**config.mk**
```make
export PLATFORM = sky130hd
export DESIGN_NAME = sprx_front_end
export DESIGN_NICKNAME = d
export VERILOG_FILES = /design/src/inc/sprx_pkg.sv /design/src/hdl/sprx_two_buf.sv /design/src/hdl/sprx_front_end.sv
export SDC_FILE = /design/constraint.sdc
export NUM_CORES = 1
export LEC_CHECK = 0
export BUFFER_PORTS_ARGS = -buffer_cell sky130_fd_sc_hd__clkbuf_2
export CORE_MARGIN = 3
export CORE_UTILIZATION = 33
export DETAILED_ROUTE_END_ITERATION = 10
export GPL_TIMING_DRIVEN = 0
export PLACE_DENSITY = 0.62
export SLEW_MARGIN = 20
export SYNTH_ARGS = -nofsm -noshare
export SYNTH_HDL_FRONTEND = slang
export SYNTH_SLANG_ARGS = --single-unit
```
**constraint.sdc**
```tcl
create_clock -name mclk -period 4.2 [get_ports mclk]
set_input_delay 0.42 -clock mclk [delete_from_list [all_inputs] [get_ports mclk]]
set_output_delay 0.42 -clock mclk [all_outputs]
set_load 0.005 [all_outputs]
```
**src/inc/sprx_pkg.sv**
```systemverilog
// sprx_pkg: shared constants and types of the receiver input front end.
// assumes: one 25 MHz master clock; registers reached over the internal
// byte-wide register port of the control interface.
package sprx_pkg;

  // ----------------------------------------------------------------
  // register map
  // ----------------------------------------------------------------
  localparam logic [7:0] OFF_INPUT_SELECT = 8'h08;
  localparam logic [7:0] OFF_INPUT_MODE = 8'h09;
  localparam logic [7:0] OFF_RX_CONFIG = 8'h1C;
  localparam logic [7:0] OFF_POWER_DOWN = 8'h1E;

  localparam int SEL_MSB = 2;
  localparam int BIT_UPPER_AS_OUT = 5;
  localparam int BIT_TRUNC_MASK = 6;
  localparam int BIT_HIGH_RATE = 7;
  localparam int BIT_RX_POWER_DOWN = 1;

  localparam logic [7:0] RST_INPUT_SELECT = 8'h00;
  localparam logic [7:0] RST_INPUT_MODE = 8'hFF;
  localparam logic [7:0] RST_RX_CONFIG = 8'h80;
  localparam logic [7:0] RST_POWER_DOWN = 8'h02;

  // ----------------------------------------------------------------
  // sub-frame layout (slots after the preamble)
  // ----------------------------------------------------------------
  localparam logic [4:0] WORD_BITS = 5'd24;
  localparam logic [4:0] LAST_SLOT = 5'd27;
  localparam int SLOT_V = 24;
  localparam int SLOT_U = 25;
  localparam int SLOT_C = 26;
  localparam int SLOT_P = 27;
  localparam logic [2:0] PRE_HALF_CELLS = 3'd5;

  // channel-status bit positions of interest, block length
  localparam logic [7:0] CS_NON_PCM = 8'd1;
  localparam logic [7:0] CS_MAX_WL = 8'd32;
  localparam logic [7:0] CS_WL_LO = 8'd33;
  localparam logic [7:0] CS_WL_HI = 8'd35;
  localparam logic [7:0] CS_LAST_FRAME = 8'd191;

  // ----------------------------------------------------------------
  // edge interval classification, in mclk cycles
  // ----------------------------------------------------------------
  localparam logic [7:0] T1_MAX = 8'd3;
  localparam logic [7:0] T2_MAX = 8'd5;
  localparam logic [7:0] T3_MAX = 8'd7;
  localparam logic [7:0] MIN_CNT_96 = 8'd2;
  localparam logic [7:0] CNT_TIMEOUT = 8'hFF;

  typedef enum {PRE_B, PRE_M, PRE_W} sprx_pre_type;

  typedef struct packed {
    logic [23:0] audio;
    logic validity;
    logic user;
    logic chanStatus;
    logic parity;
    logic parityErr;
    logic secondChan;
    logic blockStart;
  } sprx_subframe_type;

endpackage

```
**src/hdl/sprx_two_buf.sv**
```systemverilog
// sprx_two_buf: two-entry buffer with valid/ready on both sides.
// assumes: both sides on the same clock; data held in flops.
`timescale 1ns/1ps
module sprx_two_buf #(
  parameter int WIDTH = 8
) (
  input wire logic mclk,
  input wire logic rst,
  input wire logic inValid,
  output logic inReady,
  input wire logic [WIDTH-1:0] inData,
  output logic outValid,
  input wire logic outReady,
  output logic [WIDTH-1:0] outData
);
  import sprx_pkg::*;

  logic [WIDTH-1:0] mem_r [2];
  logic wrPtr_r;
  logic rdPtr_r;
  logic [1:0] count_r;
  logic push;
  logic pop;

  assign inReady = (count_r != 2'd2);
  assign outValid = (count_r != 2'd0);
  assign outData = mem_r[rdPtr_r];
  assign push = inValid && inReady;
  assign pop = outValid && outReady;

  always_ff @(posedge mclk or posedge rst) begin
    if (rst) begin
      wrPtr_r <= 1'b0;
      rdPtr_r <= 1'b0;
      count_r <= 2'd0;
    end else begin
      if (push) wrPtr_r <= ~wrPtr_r;
      if (pop) rdPtr_r <= ~rdPtr_r;
      count_r <= count_r + {1'b0, push} - {1'b0, pop};
    end
  end

  always_ff @(posedge mclk) begin
    if (push) mem_r[wrPtr_r] <= inData;
  end
endmodule

```
**src/hdl/sprx_front_end.sv**
```systemverilog
// sprx_front_end: receive pins, input select, bi-phase decoder, sub-frame
// extraction, word-length truncation and routing of received words.
// assumes: receive pins are asynchronous; register port strobes come from
// the control interface on mclk.
//
// Contract
// - each input-mode bit picks CMOS (0) or comparator (1) for its input, all ones at reset.
// - the upper-input repurpose bit turns inputs 4 to 7 into driven outputs, off at reset.
// - the 3-bit input select passes input n to the decoder (held low for n of 4 to 7 while those are outputs), 000 at reset.
// - the power-down bit disables the receiver when set and resets set.
// - a power-down requested mid-frame takes effect only after the current frame ends while locked, at once when not locked.
// - with the truncation mask clear words are cut to the indicated length, else passed whole.
// - the high-rate bit allows 192 kHz when set (reset) and limits to 96 kHz when clear.
// - every sub-frame yields its audio word and validity, user, status and parity bits.
// - a stream marked as not linear PCM is detected and flagged.
// - received words go either to the audio interface or to the retransmit output.
// - 24 bits are always captured and excess low bits are cleared when the length is shorter and the truncation mask is clear.
`timescale 1ns/1ps
module sprx_front_end (
  input wire logic mclk,
  input wire logic rst,
  input wire logic regWrite,
  input wire logic regRead,
  input wire logic [7:0] regAddr,
  input wire logic [7:0] regWdata,
  output logic [7:0] regRdata,
  input wire logic [7:0] rxPinIn,
  output logic [7:0] rxPinOut,
  output logic [7:0] rxPinOe,
  input wire logic [3:0] gpoLevel,
  output logic [7:0] inputModeComparator,
  input wire logic routeToTx,
  output logic aifValid,
  input wire logic aifReady,
  output logic txValid,
  input wire logic txReady,
  output sprx_pkg::sprx_subframe_type wordOut,
  output logic rxPowered,
  output logic locked,
  output logic nonPcm,
  output logic [4:0] wordLength,
  output logic overrun
);
  import sprx_pkg::*;

  // ----------------------------------------------------------------
  // helpers
  // ----------------------------------------------------------------
  function automatic logic [1:0] unitsOf(input logic [7:0] c,
                                         input logic hr);
    if (!hr && c < MIN_CNT_96) return 2'd0;
    if (c <= T1_MAX) return 2'd1;
    if (c <= T2_MAX) return 2'd2;
    if (c <= T3_MAX) return 2'd3;
    return 2'd0;
  endfunction

  function automatic logic [4:0] lenOf(input logic mx, input logic [2:0] wl);
    case (wl)
      3'b001: return mx ? 5'd20 : 5'd16;
      3'b010: return mx ? 5'd22 : 5'd18;
      3'b100: return mx ? 5'd23 : 5'd19;
      3'b101: return mx ? 5'd24 : 5'd20;
      3'b110: return mx ? 5'd21 : 5'd17;
      default: return WORD_BITS;
    endcase
  endfunction

  // ----------------------------------------------------------------
  // registers
  // ----------------------------------------------------------------
  logic [2:0] selReg_r;
  logic [7:0] modeReg_r;
  logic [7:0] cfgReg_r;
  logic pdReg_r;

  always_ff @(posedge mclk or posedge rst) begin
    if (rst) begin
      selReg_r <= RST_INPUT_SELECT[SEL_MSB:0];
      modeReg_r <= RST_INPUT_MODE;
      cfgReg_r <= RST_RX_CONFIG;
      pdReg_r <= RST_POWER_DOWN[BIT_RX_POWER_DOWN];
    end else if (regWrite) begin
      unique case (regAddr)
        OFF_INPUT_SELECT: selReg_r <= regWdata[SEL_MSB:0];
        OFF_INPUT_MODE: modeReg_r <= regWdata;
        OFF_RX_CONFIG: cfgReg_r <= regWdata & 8'hE0;
        OFF_POWER_DOWN: pdReg_r <= regWdata[BIT_RX_POWER_DOWN];
        default: ;
      endcase
    end
  end

  always_ff @(posedge mclk or posedge rst) begin
    if (rst) begin
      regRdata <= 8'h00;
    end else if (regRead) begin
      unique case (regAddr)
        OFF_INPUT_SELECT: regRdata <= {5'h00, selReg_r};
        OFF_INPUT_MODE: regRdata <= modeReg_r;
        OFF_RX_CONFIG: regRdata <= cfgReg_r;
        OFF_POWER_DOWN: regRdata <= {6'h00, pdReg_r, 1'b0};
        default: regRdata <= 8'h00;
      endcase
    end
  end

  logic upperOut;
  logic truncMasked;
  logic highRate;
  assign upperOut = cfgReg_r[BIT_UPPER_AS_OUT];
  assign truncMasked = cfgReg_r[BIT_TRUNC_MASK];
  assign highRate = cfgReg_r[BIT_HIGH_RATE];

  // ----------------------------------------------------------------
  // pins and input select
  // ----------------------------------------------------------------
  assign inputModeComparator = modeReg_r;
  assign rxPinOe = {{4{upperOut}}, 4'h0};
  assign rxPinOut = {upperOut ? gpoLevel : 4'h0, 4'h0};

  logic [7:0] sync1_r;
  logic [7:0] sync2_r;
  always_ff @(posedge mclk or posedge rst) begin
    if (rst) begin
      sync1_r <= 8'h00;
      sync2_r <= 8'h00;
    end else begin
      sync1_r <= rxPinIn;
      sync2_r <= sync1_r;
    end
  end

  logic muxLine;
  assign muxLine = (upperOut && selReg_r[2]) ? 1'b0 : sync2_r[selReg_r];

  // ----------------------------------------------------------------
  // bi-phase decoder
  // ----------------------------------------------------------------
  typedef enum {HUNT, PRE, DATA} sprx_dec_type;
  sprx_dec_type state_r;
  sprx_pre_type preKind_r;
  logic rxOn_r;
  logic line_r;
  logic [7:0] ivCnt_r;
  logic [2:0] preAcc_r;
  logic [4:0] slot_r;
  logic half_r;
  logic [27:0] sh_r;
  logic edgeSeen;
  logic [1:0] units;
  logic bitDone;
  logic bitVal;
  logic done;
  logic frameEnd;
  logic [27:0] shNext;

  assign edgeSeen = rxOn_r && (muxLine != line_r);
  assign units = unitsOf(ivCnt_r, highRate);
  assign bitDone = edgeSeen && state_r == DATA &&
                   ((units == 2'd2 && !half_r) || (units == 2'd1 && half_r));
  assign bitVal = half_r;
  assign shNext = {bitVal, sh_r[27:1]};
  assign done = bitDone && slot_r == LAST_SLOT;
  assign frameEnd = done && preKind_r == PRE_W;

  always_ff @(posedge mclk or posedge rst) begin
    if (rst) begin
      line_r <= 1'b0;
      ivCnt_r <= 8'h00;
    end else begin
      line_r <= muxLine;
      if (edgeSeen) ivCnt_r <= 8'h00;
      else if (ivCnt_r != CNT_TIMEOUT) ivCnt_r <= ivCnt_r + 8'h01;
    end
  end

  always_ff @(posedge mclk or posedge rst) begin
    if (rst) begin
      state_r <= HUNT;
      preKind_r <= PRE_B;
      preAcc_r <= 3'd0;
      slot_r <= 5'd0;
      half_r <= 1'b0;
      sh_r <= 28'h0000000;
    end else if (!rxOn_r || ivCnt_r == CNT_TIMEOUT) begin
      state_r <= HUNT;
    end else if (edgeSeen) begin
      unique case (state_r)
        HUNT: begin
          if (units == 2'd3) begin
            state_r <= PRE;
            preAcc_r <= 3'd0;
          end
        end
        PRE: begin
          if (preAcc_r == 3'd0) begin
            unique case (units)
              2'd1: preKind_r <= PRE_B;
              2'd2: preKind_r <= PRE_W;
              default: preKind_r <= PRE_M;
            endcase
          end
          if (units == 2'd0 || preAcc_r + {1'b0, units} > PRE_HALF_CELLS) begin
            state_r <= HUNT;
          end else if (preAcc_r + {1'b0, units} == PRE_HALF_CELLS) begin
            state_r <= DATA;
            slot_r <= 5'd0;
            half_r <= 1'b0;
          end
          preAcc_r <= preAcc_r + {1'b0, units};
        end
        DATA: begin
          if (bitDone) begin
            sh_r <= shNext;
            half_r <= 1'b0;
            slot_r <= slot_r + 5'd1;
            if (done) state_r <= HUNT;
          end else if (units == 2'd1) begin
            half_r <= 1'b1;
          end else begin
            state_r <= HUNT;
          end
        end
      endcase
    end
  end

  // power-down waits for the frame in progress to finish while locked, else acts at once
  always_ff @(posedge mclk or posedge rst) begin
    if (rst) begin
      rxOn_r <= 1'b0;
      locked <= 1'b0;
    end else begin
      if (!pdReg_r) rxOn_r <= 1'b1;
      else if (!locked || frameEnd) rxOn_r <= 1'b0;
      if (!rxOn_r || ivCnt_r == CNT_TIMEOUT) locked <= 1'b0;
      else if (done) locked <= 1'b1;
    end
  end
  assign rxPowered = rxOn_r;

  // ----------------------------------------------------------------
  // channel status of the first channel
  // ----------------------------------------------------------------
  logic [7:0] frameIdx_r;
  logic [7:0] curIdx;
  logic chan1Done;
  logic max_word_length_flag_r;
  logic [2:0] wl_r;
  assign chan1Done = done && preKind_r != PRE_W;
  assign curIdx = (preKind_r == PRE_B) ? 8'd0 :
                  (frameIdx_r == CS_LAST_FRAME) ? 8'd0 : frameIdx_r + 8'd1;

  always_ff @(posedge mclk or posedge rst) begin
    if (rst) begin
      frameIdx_r <= 8'd0;
      nonPcm <= 1'b0;
      max_word_length_flag_r <= 1'b0;
      wl_r <= 3'b000;
    end else if (chan1Done) begin
      frameIdx_r <= curIdx;
      if (curIdx == CS_NON_PCM) nonPcm <= shNext[SLOT_C];
      if (curIdx == CS_MAX_WL) max_word_length_flag_r <= shNext[SLOT_C];
      if (curIdx >= CS_WL_LO && curIdx <= CS_WL_HI)
        wl_r[curIdx[1:0] - 2'd1] <= shNext[SLOT_C];
    end
  end
  assign wordLength = lenOf(max_word_length_flag_r, wl_r);

  // ----------------------------------------------------------------
  // word capture, truncation and routing
  // ----------------------------------------------------------------
  sprx_subframe_type sf_r;
  logic sfValid_r;
  logic bufInReady;
  logic bufOutValid;
  logic [23:0] keepMask;
  assign keepMask = truncMasked ? 24'hFFFFFF :
                    24'hFFFFFF << (WORD_BITS - wordLength);

  always_ff @(posedge mclk or posedge rst) begin
    if (rst) begin
      sfValid_r <= 1'b0;
      sf_r <= '0;
      overrun <= 1'b0;
    end else begin
      sfValid_r <= done;
      overrun <= sfValid_r && !bufInReady;
      if (done) begin
        sf_r.audio <= shNext[23:0] & keepMask;
        sf_r.validity <= shNext[SLOT_V];
        sf_r.user <= shNext[SLOT_U];
        sf_r.chanStatus <= shNext[SLOT_C];
        sf_r.parity <= shNext[SLOT_P];
        sf_r.parityErr <= ^shNext;
        sf_r.secondChan <= preKind_r == PRE_W;
        sf_r.blockStart <= preKind_r == PRE_B;
      end
    end
  end

  sprx_two_buf #(.WIDTH($bits(sprx_subframe_type))) u_buf (
    .mclk(mclk),
    .rst(rst),
    .inValid(sfValid_r),
    .inReady(bufInReady),
    .inData(sf_r),
    .outValid(bufOutValid),
    .outReady(routeToTx ? txReady : aifReady),
    .outData(wordOut)
  );
  assign aifValid = bufOutValid && !routeToTx;
  assign txValid = bufOutValid && routeToTx;
endmodule

```
==> summary.md <==
| Metric | Value |
|---|---|
| Slowest stage cell, crit path | or4_1 |
| Die Y | 173 um |
| Via count | 6068 |
| CP most frequent cell | nor2_1 |
| Max stage delay on crit path | 0.53 ns |
| Die Footprint | 0.0300 mm2 |
| IO Port Bufs | 98 |
| Metal-1 WL | 9040 um |
| Worst-margin pin slew | 0.826 ns |
| Yosys reg bits | 202 |
| Final routed DRC violation total | 0 |
| Post-Syn Area | 0.00924 mm2 |
| Worst-path clk slew | 0.06 ns |
| Arr. time, crit path | 3.99 ns |
| Fmax | 0.277 GHz |
| HP Class | in -> async |
| Share of cells above drive strength 1 | 0.261 |
| Final core utilization | 0.405 |
| Post-route antenna net violation count | 0 |
| Total Routing Usage GR | 0.127 |
| Post-detail-place hpwl | 14000 um |
| Final Hold Vio Count | 11 |
| DR WL/cell | 15.3 um |
| Required @ worst endpoint | 4.58 ns |
| Number of enable flip-flop cells after synthesis | 62 |
| DP Area | 0.0103 mm2 |
| Most common cell after layout, fill and taps aside | dfrtp_1 |
| Post-route cell area | 0.0110 mm2 |
| Sequential share of power | 0.459 |
| I/O Pins | 109 |
| Slew Viols, Final | 0 |
| Int Pwr | 3.48 mW |
| Synth area leaders | dfrtp_1 (35%), edfxtp_1 (20%), mux2_2 (6.0%) |
| Wirelength, routed | 19500 um |
| Primary FF master, synth | dfrtp_1 |
| CP max FO | 6 |
| Worst skew pair latency | 0.51 ns |
| Slew HR | 0.442 |
| Startpoint types | flop |
| Clock Sinks | 202 |
| WHS | -0.00676 ns |
| Core ar. | 0.0273 mm2 |
| Netlist cell types | 75 |
| Most frequent cells in the layout | dfrtp_1 (130), clkbuf_2 (98), nand2_1 (67) |
| N_diodes | 0 |
| Drt first pass iters | 5 |
| NetSw | 1.22 mW |
| Vias per cell | 4.76 |
| Clock buffer depth | 3 |
| Register area share after synthesis | 0.582 |
| Nets | 945 |
| Final critical-path required period | 3.61 ns |
| Switching share of power | 0.259 |
| Row cnt | 60 |
| Clk pwr share | 0.399 |
| CTS tree | yes |
| Initial Utilization | 0.339 |
| Pwr/cell area | 426 mW/mm2 |
| Final setup fails | 0 |
| Met3 wire len | 1100 um |
| Kind of critical path | reg -> reg |
| P&R area growth vs syn | 19.4% |
| Yosys warning count | 0 |
| CTS Hold Buffers Added | 0 |
| RSZ-0062 raised after global routing | no |
| First-pass GRT wire length | 31800 um |
| Yosys top cell by area | dfrtp_1 |
| Largest net degree at the start of global routing | 77 |
| Postcts setup bufs | 0 |
| Post-synth ARST share | 0.693 |
| Final cycle utilization of the critical path | 0.860 |
| Post-CTS resize count | 0 |
| Cell count after synthesis | 756 |
| Combinational power share | 0.142 |
| Average footprint of a synthesized cell | 12.2 um2 |
| Max cap viols | 0 |
| Leakage power | 4.59 nW |
| Proportion of netlist area held by the largest area contributor | 0.352 |
| Initial antenna violation count | 0 |
| Global route total overflow | 0 |
| Die width | 173 um |
| Root Buffer | clkbuf_16 |
| H-tree depth | 1 |
| Vias in the first global route | 6004 |
| WL met2 | 9010 um |
| CTS buffer count | 22 |
| Critical path endpoint category | flop |
| Peak VDD IR | 239 uV |
| CP Cell Sequence | or4_1, nor2_1, o311ai_0, inv_1, ha_1, fa_1, nand4bb_1, o21ai_0, nand2_1, nor2_1, mux2_1 |
| Setup Skew | 0.0163 ns |
| Iteration-0 DRC count of the detailed router | 285 |
| Highest metal used | met4 |
| Status | finished, violations left |
| GPL Wtd Cong | 0.860 |
| Failing checks | hold timing |
registers in the layout, summed over array words and instances (netlist names), 3 cells and up:
name                 cells
u_buf.mem_r             62
sf_r                    31
sh_r                    27
frameIdx_r               8
inputModeComparator      8
ivCnt_r                  8
regRdata                 8
sync1_r                  8
sync2_r                  8
slot_r                   5
cfgReg_r                 3
preAcc_r                 3
selReg_r                 3
wl_r                     3
cell type report:
cell class / count / area, um2
Timing Repair Buffer: 101 / 566
Sequential cell: 202 / 5380
Buffer: 45 / 245
Tap cell: 372 / 465
Inverter: 32 / 128
Multi-Input combinational cell: 484 / 3530
Clock buffer: 30 / 631
Clock inverter: 10 / 83.8
Fill cell: 2632 / 16200
worst max-delay path, delay by kind of cell (launching register included):
kind / cells / cell delay [ns]
AO/OA/AOI/OAI: 2 / 0.58
adder cells (fa/ha/maj): 2 / 0.63
buffers and inverters: 1 / 0.20
flip-flops: 1 / 0.43
multiplexers: 1 / 0.34
AND/OR/NAND/NOR: 5 / 1.31
through the flow:
step                      setup TNS (ns)  setup WS, ns  hold slack [ns]  instances  total power, mW
after CTS                              0         0.657          0.00365       1276             4.76
after global placement           -219.81         -1.69            0.333       1233             2.85
final                                  0         0.586         -0.00676       1276             4.70
after detailed placement               0         0.671            0.335       1236             2.87
after global routing                   0         0.355          0.00414       1276             4.94
after floorplan                        0        0.0437            0.331        763             2.66
cell families (layout without fill, tap and decap cells):
family / Yosys count / after routing / share of synthesized area
muxes: 92 / 92 / 0.111
and+or+nand+nor: 211 / 211 / 0.119
AOI/OAI and AO/OA: 111 / 111 / 0.0790
other: 2 / 9 / 0.000813
buffers and inverters: 77 / 218 / 0.0396
DFF: 202 / 202 / 0.582
adders and majority gates: 22 / 22 / 0.0306
xor gates and xnor gates: 39 / 39 / 0.0370
layer usage:
metal	vias up	track usage
met5	-	0
met3	25	0.0304
met1	2943	0.176
met2	141	0.206
met4	0	0.0247
li1	2959	-
power groups by stage:
stage	Combinational, mW	Sequential, mW	Clock (mW)
final	0.666	2.16	1.88
after detailed placement	0.673	2.19	0
after global placement	0.656	2.19	0
after global routing	0.747	2.17	2.02
after CTS	0.675	2.16	1.93
after floorplan	0.485	2.18	0
Yosys cell counts (10+ instances only):
cell and n:
o21ai_1 24, buf_4 13, nand2_1 67, o21ai_0 21, mux2_2 49, buf_2 10, nor2_1 38, dfrtp_1 130
inv_1 31, nor3_1 12, edfxtp_1 62, xnor2_1 32, clkbuf_1 17, nand3_1 22, ha_1 21, dfstp_2 10
mux2_1 37, a21oi_1 12
path summary, 6_finish.rpt:
check / from / endpoint / slack, ns / cells after the start
worst max register to register: ivCnt_r[3] / slot_r[0] / 0.59 / 11
worst min-delay path: rst / sync1_r[1] / -0.007 / 2
max in group asynchronous: rst / pdReg_r / 3.47 / 3
worst min register to register: sync1_r[0] / sync2_r[0] / 0.35 / 0
min in group mclk: rxPinIn[4] / sync1_r[4] / 0.02 / 1
worst max-delay path: ivCnt_r[3] / slot_r[0] / 0.59 / 11
No activity file was read; power rests on OpenSTA's default activity.
